===== config.mk =====
export PLATFORM = sky130hd
export DESIGN_NAME = anw_nibble_link
export DESIGN_NICKNAME = d
export VERILOG_FILES = /design/src/rtl/anw_pkg.sv /design/src/rtl/anw_nibble_link.sv
export SDC_FILE = /design/constraint.sdc
export NUM_CORES = 1
export LEC_CHECK = 0
export BUFFER_PORTS_ARGS = -buffer_cell sky130_fd_sc_hd__buf_4
export CAP_MARGIN = 0
export CORE_MARGIN = 1.5
export CORE_UTILIZATION = 32
export CTS_BUF_LIST = sky130_fd_sc_hd__clkbuf_2
export CTS_CLUSTER_SIZE = 30
export DETAILED_ROUTE_END_ITERATION = 7
export GPL_TIMING_DRIVEN = 0
export SLEW_MARGIN = 10
export SYNTH_ARGS = -nofsm -noshare
export SYNTH_HDL_FRONTEND = slang
export SYNTH_SLANG_ARGS = --single-unit

===== constraint.sdc =====
create_clock -name sys_clk_i -period 4.6 [get_ports sys_clk_i]
set_input_delay 0.23 -clock sys_clk_i [delete_from_list [all_inputs] [get_ports sys_clk_i]]
set_output_delay 0.23 -clock sys_clk_i [all_outputs]
set_load 0.005 [all_outputs]

===== src/rtl/anw_pkg.sv =====
// Constants shared by the converter nibble link, the converter model and the bench.
package anw_pkg;

   // ==========================================================================
   // Word and frame geometry
   // ==========================================================================
   localparam int          WORD_W      = 16;   // Sample word width.
   localparam int          NIB_W       = 4;    // Data lines per direction.
   localparam int          SLOTS       = 4;    // Slots in one word frame.
   localparam int          SLOT_W      = 2;    // Width of the slot counter.
   localparam logic [1:0]  SLOT_FIRST  = 2'h0; // Slot that the strobe marks.
   localparam logic [1:0]  SLOT_LAST   = 2'h3; // Slot that closes a frame.
   localparam logic [1:0]  SLOT_PRE    = 2'h2; // Slot before the last one.
   // Receive slot leads the counter by one: one output stage plus two
   // synchroniser stages make three cycles, which is minus one modulo four.
   localparam logic [1:0]  RX_LEAD     = 2'h1;

   // ==========================================================================
   // Buffering and values after reset
   // ==========================================================================
   localparam int          FIFO_DEPTH  = 8;
   localparam logic [1:0]  SLOT_RST    = 2'h0;
   localparam logic [15:0] WORD_RST    = 16'h0000;
   localparam logic [3:0]  NIB_RST     = 4'h0;

endpackage : anw_pkg


===== src/rtl/anw_nibble_link.sv =====
// Converter nibble link: transmit buffer, serializer and receive assembler.
`timescale 1ns/1ps

// ============================================================================
// Transmit word buffer
// ============================================================================
// Flags are kept in flip-flops so that ready and valid leave cleanly.
module anw_fifo #(
   parameter int WIDTH = 16,
   parameter int DEPTH = 8
) (
   input  wire logic             sys_clk_i,
   input  wire logic             rst_i,
   input  wire logic             in_valid_i,
   output      logic             in_ready_o,
   input  wire logic [WIDTH-1:0] in_data_i,
   output      logic             out_valid_o,
   input  wire logic             out_ready_i,
   output      logic [WIDTH-1:0] out_data_o
);
   localparam int AW = (DEPTH > 1) ? $clog2(DEPTH) : 1;
   localparam int CW = $clog2(DEPTH + 1);

   logic [WIDTH-1:0] mem [DEPTH];
   logic [AW-1:0]    wr_ptr;
   logic [AW-1:0]    rd_ptr;
   logic [CW-1:0]    count;
   logic [CW-1:0]    next_count;
   logic             push;
   logic             pop;

   // Handshakes and the occupancy that follows them.
   assign push       = in_valid_i && in_ready_o;
   assign pop        = out_valid_o && out_ready_i;
   assign next_count = count + CW'(push) - CW'(pop);
   assign out_data_o = mem[rd_ptr];

   // Storage is written without reset; pointers, count and flags carry control state.
   always_ff @(posedge sys_clk_i) begin
      if (push) begin
         mem[wr_ptr] <= in_data_i;
      end
   end

   // Write pointer wraps at the depth, which need not be a power of two.
   always_ff @(posedge sys_clk_i) begin
      if (rst_i) begin
         wr_ptr <= '0;
      end else if (push) begin
         wr_ptr <= (wr_ptr == AW'(DEPTH - 1)) ? '0 : wr_ptr + 1'b1;
      end
   end

   // Read pointer advances on every accepted word.
   always_ff @(posedge sys_clk_i) begin
      if (rst_i) begin
         rd_ptr <= '0;
      end else if (pop) begin
         rd_ptr <= (rd_ptr == AW'(DEPTH - 1)) ? '0 : rd_ptr + 1'b1;
      end
   end

   // Count and registered full and empty flags.
   always_ff @(posedge sys_clk_i) begin
      if (rst_i) begin
         count       <= '0;
         in_ready_o  <= 1'b0;
         out_valid_o <= 1'b0;
      end else begin
         count       <= next_count;
         in_ready_o  <= (next_count != CW'(DEPTH));
         out_valid_o <= (next_count != '0);
      end
   end

endmodule : anw_fifo

// ============================================================================
// Link top
// ============================================================================
// Operation
// - Each 16-bit transmit word leaves as four 4-bit slices on four cycles.
// - The word strobe is high in the first of the four cycles of a frame.
// - In slot k, transmit line i carries word bit 4k+i.
// - Transmit words come from the transmit front-end stage.
// - Each receive word is built from four slices sampled on four cycles.
// - In slot k, receive line i gives word bit 4k+i.
// - The word strobe recurs exactly every four clock cycles.
module anw_nibble_link
   import anw_pkg::*;
#(
   parameter int DEPTH = FIFO_DEPTH
) (
   input  wire logic              sys_clk_i,
   input  wire logic              rst_i,
   // Transmit front-end stage.
   input  wire logic [WORD_W-1:0] tx_word_i,
   input  wire logic              tx_valid_i,
   output      logic              tx_ready_o,
   output      logic              tx_underrun_o,
   // Receive front-end stage.
   output      logic [WORD_W-1:0] rx_word_o,
   output      logic              rx_valid_o,
   // Converter pins.
   output      logic              word_strobe_o,
   output      logic [NIB_W-1:0]  afe_tx_nibble_o,
   input  wire logic [NIB_W-1:0]  afe_rx_nibble_i
);

   logic [SLOT_W-1:0] slot;
   logic [SLOT_W-1:0] rx_slot;
   logic [WORD_W-1:0] tx_word;
   logic [WORD_W-1:0] fifo_data;
   logic              fifo_valid;
   logic              tx_pop;
   logic [NIB_W-1:0]  rx_meta;
   logic [NIB_W-1:0]  rx_nib;
   logic [WORD_W-1:0] rx_acc;

   // ==========================================================================
   // Transmit buffer
   // ==========================================================================
   // The serializer drains one word per frame, so the buffer fills whenever
   // the front end runs ahead and its ready output pushes back.
   anw_fifo #(
      .WIDTH (WORD_W),
      .DEPTH (DEPTH)
   ) u_tx_fifo (
      .sys_clk_i   (sys_clk_i),
      .rst_i       (rst_i),
      .in_valid_i  (tx_valid_i),
      .in_ready_o  (tx_ready_o),
      .in_data_i   (tx_word_i),
      .out_valid_o (fifo_valid),
      .out_ready_i (tx_pop),
      .out_data_o  (fifo_data)
   );

   // A word is taken only at the close of a frame.
   assign tx_pop = (slot == SLOT_LAST);

   // ==========================================================================
   // Frame timing
   // ==========================================================================
   // Free-running slot counter; the frame never stretches, even on underrun,
   // because the converter expects a sample every frame.
   always_ff @(posedge sys_clk_i) begin
      if (rst_i) begin
         slot <= SLOT_RST;
      end else begin
         slot <= slot + 1'b1;
      end
   end

   // Strobe is registered, so it is high while the pins carry slot 0.
   always_ff @(posedge sys_clk_i) begin
      if (rst_i) begin
         word_strobe_o <= 1'b0;
      end else begin
         word_strobe_o <= (slot == SLOT_FIRST);
      end
   end

   // ==========================================================================
   // Transmit serializer
   // ==========================================================================
   // The word is loaded at the close of a frame and held for the next four
   // cycles; an empty buffer sends a zero sample rather than a stale one.
   always_ff @(posedge sys_clk_i) begin
      if (rst_i) begin
         tx_word       <= WORD_RST;
         tx_underrun_o <= 1'b0;
      end else begin
         tx_underrun_o <= tx_pop && !fifo_valid;
         if (tx_pop) begin
            tx_word <= fifo_valid ? fifo_data : WORD_RST;
         end
      end
   end

   // Slice k of the held word goes out in slot k, low bits first.
   always_ff @(posedge sys_clk_i) begin
      if (rst_i) begin
         afe_tx_nibble_o <= NIB_RST;
      end else begin
         afe_tx_nibble_o <= tx_word[NIB_W*slot +: NIB_W];
      end
   end

   // ==========================================================================
   // Receive assembler
   // ==========================================================================
   // Pin levels are synchronised before use; the first stage feeds nothing
   // but the second. The fixed three-cycle lag is absorbed by the slot lead.
   always_ff @(posedge sys_clk_i) begin
      if (rst_i) begin
         rx_meta <= NIB_RST;
         rx_nib  <= NIB_RST;
      end else begin
         rx_meta <= afe_rx_nibble_i;
         rx_nib  <= rx_meta;
      end
   end

   assign rx_slot = slot + RX_LEAD;

   // Slice k lands in bits 4k to 4k+3 of the word under construction.
   always_ff @(posedge sys_clk_i) begin
      if (rst_i) begin
         rx_acc <= WORD_RST;
      end else begin
         rx_acc[NIB_W*rx_slot +: NIB_W] <= rx_nib;
      end
   end

   // The last slice bypasses the accumulator so the word leaves at once.
   // There is no ready: the converter cannot be stalled, so the receive
   // stage must take a word in every frame.
   always_ff @(posedge sys_clk_i) begin
      if (rst_i) begin
         rx_word_o  <= WORD_RST;
         rx_valid_o <= 1'b0;
      end else begin
         rx_valid_o <= (rx_slot == SLOT_LAST);
         if (rx_slot == SLOT_LAST) begin
            rx_word_o <= {rx_nib, rx_acc[NIB_W*SLOT_LAST-1:0]};
         end
      end
   end
endmodule : anw_nibble_link


==> flow_summary.toml <==
[grt]
first_global_vias = 5003
global_route_met3_utilization_pct = 3.41
gr-usage-all-layers_pct = 13.9
grtUsageMet2_pct = 22.6
antenna_found_initial = 0
grt_pass1_wl_um = 27200
gr-max-usage-layer = "met2"
globalRouteOverflowTotal = 0
grt_use_met1_pct = 17.5
grt_max_degree = 15

[setup_path]
worstSetupStartpoint = "slot[1]"
regToRegSetupSlack_ns = 1.55
wp_depth = 13
cp_cell_sequence = "ha_1 > clkbuf_1 > and2_1 > buf_2 > nand2b_1 > nand2_1 > ha_1 > inv_1 > fa_1 > xor2_1 > nor2_1 > nor2_1 > o21ai_0"
ff2ff_path_depth = 13
crit_type = "reg -> reg"
endpoint_kind = "flop"
arrival_ns = 3.65
worstPathMaxFanout = 10
required_ns = 5.20
cp_slowest_stage_delay_ns = 0.56
slowest_stage = "dfxtp_1"
critical_path.n_buffers_inverters = 3
timing.rr.start = "slot[1]"
worstSetupStartpointType = "flop"
cp_top_family = "adder cells"

[logic_synthesis]
synth_largest_area_cell = "edfxtp_1"
syn-instance-count = 520
synthesis.nets = 556
synthesis.area_per_instance_um2 = 15.0
synth.most_common_cell = "edfxtp_1"
post_synth_most_frequent_cells = "edfxtp_1 (128), dfxtp_1 (76), mux2i_1 (48), a21oi_1 (38), nor2_1 (38)"
synth_warnings = 0
async_flop_share_pct = 0
post_synth_num_cell_types = 37
synth_top_area_share_pct = 49.4
number_of_enable_flip_flop_cells_after_synthesis = 128
ys_top_cells_by_area = "edfxtp_1 (49%), dfxtp_1 (20%), mux2i_1 (6.2%), mux4_2 (4.0%), a21oi_1 (2.4%)"
synth_seq_area_share_pct = 68.9
dominantRegCellSynth = "edfxtp_1"
synth-seq-cells = 204
mappedNetlistArea_um2 = 7790

[detailed_routing]
drt_drc_violations_left = 0
total_routed_wirelength_um = 17300
drt_first_pass_iters = 5
detailroute.via_count = 4748
drt_iter0_drc = 328
routed_wire_length_per_instance_um = 17.2
vias_per_cell = 4.72
ant_nets = 0

[timing]
final_period_minus_worst_setup_slack_ns = 3.05
timing.final.setup_violations = 0
maxSlewViolCount = 0
finClkSkew_ns = 0.0859
worst_pin_slew_ns = 0.694
fmaxAchievable_mhz = 328
totalNegativeSetupSlack_ns = 0
maxSlewHeadroom_pct = 53.1
setup_repair_after_global_routing_missed_its_margin = "false"
post-route-period-util_pct = 66.2
timing_hold_violations_final = 0
timing.hold.ws_ns = 0.186

[floorplanning]
core_region_area_um2 = 23700
initial_core_util_pct = 32.9
num_io_pins = 47
fp_rows = 56
die_height_um = 159
fp.dieW_um = 159
dieArea_um2 = 25300

[cells_and_area]
layout.filler_cells = 2292
diodes = 0
layout.nets = 687
synthToLayoutAreaGrowth_pct = 19.9
drive_gt1_share_pct = 25.5

[power]
ir_drop_mv = 0.199
power.switching_fraction_pct = 26.2
pwr_density_cell_nw_per_um2 = 384
portion_of_total_power_attributed_to_the_clock_network_pct = 31.4
seqPwrFrac_pct = 57.8
p_comb_share_pct = 10.8
total_leakage_power_nw = 3.28
p_int_mw = 2.65
total_switching_power_mw = 0.941

[cts]
clock_path_buffers = 3
tritoncts_num_sinks = 204
clkLatencyLatePin_ns = 0.82
cts.repair.resized = 0
ctsHtreeMaxLevel = 2
root_cell_of_the_clock_tree = "clkbuf_2"
path_clk_slew_ns = 0.12
cts_tree = "built"
cts-buffers-inserted = 48

[placed_design]
routabilityCongestion = 0.786
buffer_ports.inserted = 45
detailed_place_hpwl_um = 11500

[flow_run]
max_cap_violations = 0

[worst_hold_path]
hold_path.class = "in -> reg"
hold_path_depth = 2
holdCritStartpoint = "tx_word_i[5]"

[status]
run_status = "complete, no violations"
[power by group through the flow]
stage / logic, mW / registers (mW) / clock network (mW)
after floorplan: 0.240 / 2.11 / 0
final: 0.389 / 2.07 / 1.12
after CTS: 0.394 / 2.07 / 1.18
after global routing: 0.432 / 2.08 / 1.26
after detailed placement: 0.377 / 2.12 / 0
after global placement: 0.343 / 2.12 / 0
[worst reg2reg max path, delay by kind of cell (launching register included)]
kind	cells	cell delay, ns
compound gates	1	0.09
xor+xnor	1	0.17
fa+ha+maj	3	0.78
buf+inv	3	0.69
flops	1	0.56
simple gates	5	0.64
[placed cells by master, fill, tap and decap left out, drive strengths merged, types with 2 or more instances in the layout]
master,n
inv,11
mux2i,48
a22oi,16
nor2,38
clkbuf,86
buf,76
xor2,2
mux4,20
nor3,6
edfxtp,128
dfxtp,76
nand2,13
nand3,11
a21oi,38
clkinv,7
ha,12
nand2b,30
nor2b,20
and2,6
dlygate4sd3,22
o211ai,9
[metal layers]
layer,part of all wire (%),vias up
met5,0,-
met4,3.3,0
met3,5.7,46
met2,47,156
met1,44,2320
li1,-,2226
[path summary, 6_finish.rpt]
check	end
setup / recovery	u_tx_fifo.out_valid_o
hold / removal	u_tx_fifo.mem[7][5]
hold reg to reg	tx_underrun_o
setup reg to reg	u_tx_fifo.out_valid_o
[cell type report]
| cell class | count | area [um2] | area share (%) |
|---|---|---|---|
| flip-flops and latches | 204 | 5370 | 57.5 |
| plain buffers | 27 | 165 | 1.77 |
| clock inverters | 10 | 47.5 | 0.509 |
| well taps | 319 | 399 | 4.28 |
| clock buffers | 76 | 380 | 4.08 |
| repair buffers | 81 | 686 | 7.35 |
| inverters | 9 | 33.8 | 0.362 |
| multi-input cells | 280 | 2260 | 24.2 |
[kinds of logic (layout without fill, tap and decap cells)]
family	after synthesis	in the layout	synth area share [%]
xor+xnor	3	3	0.337
compound gates	66	66	5.13
buf+inv	36	203	2.55
flops	204	204	68.9
mux	68	68	12.2
fa+ha+maj	13	13	2.19
simple gates	130	130	8.66
[registers in the layout (all words and copies together), names as in the netlist, named ones only]
name                   count
u_tx_fifo.wr_ptr           3
tx_underrun_o              1
u_tx_fifo.rd_ptr           3
rx_word_o                 16
u_tx_fifo.in_ready_o       1
rx_meta                    4
rx_acc                    12
tx_word                   16
u_tx_fifo.out_valid_o      1
u_tx_fifo.mem            128
afe_tx_nibble_o            4
rx_valid_o                 1
word_strobe_o              1
u_tx_fifo.count            4
slot                       2
rx_nib                     4
[through the flow]
| stage | setup WS, ns | power [mW] | instance area, um2 | util [%] | instances |
|---|---|---|---|---|---|
| 3_3_place_gp | 0.336 | 2.46 | 8520 | 36.0 | 884 |
| 4_1_cts | 1.58 | 3.65 | 9330 | 39.4 | 1006 |
| 5_1_grt | 1.33 | 3.77 | 9330 | 39.4 | 1006 |
| 6_report | 1.55 | 3.59 | 9330 | 39.4 | 1006 |
| 2_1_floorplan | 2.09 | 2.35 | 7790 | - | 520 |
| 3_5_place_dp | 1.54 | 2.49 | 8690 | 36.7 | 898 |
[what timing repair did]
item                                   in CTS  in global routing
hold buffers                               22                  0
endpoints found under the hold margin     137                  0
buffers inserted                            0                  0
Note: power is estimated with default switching activity, not from simulation.
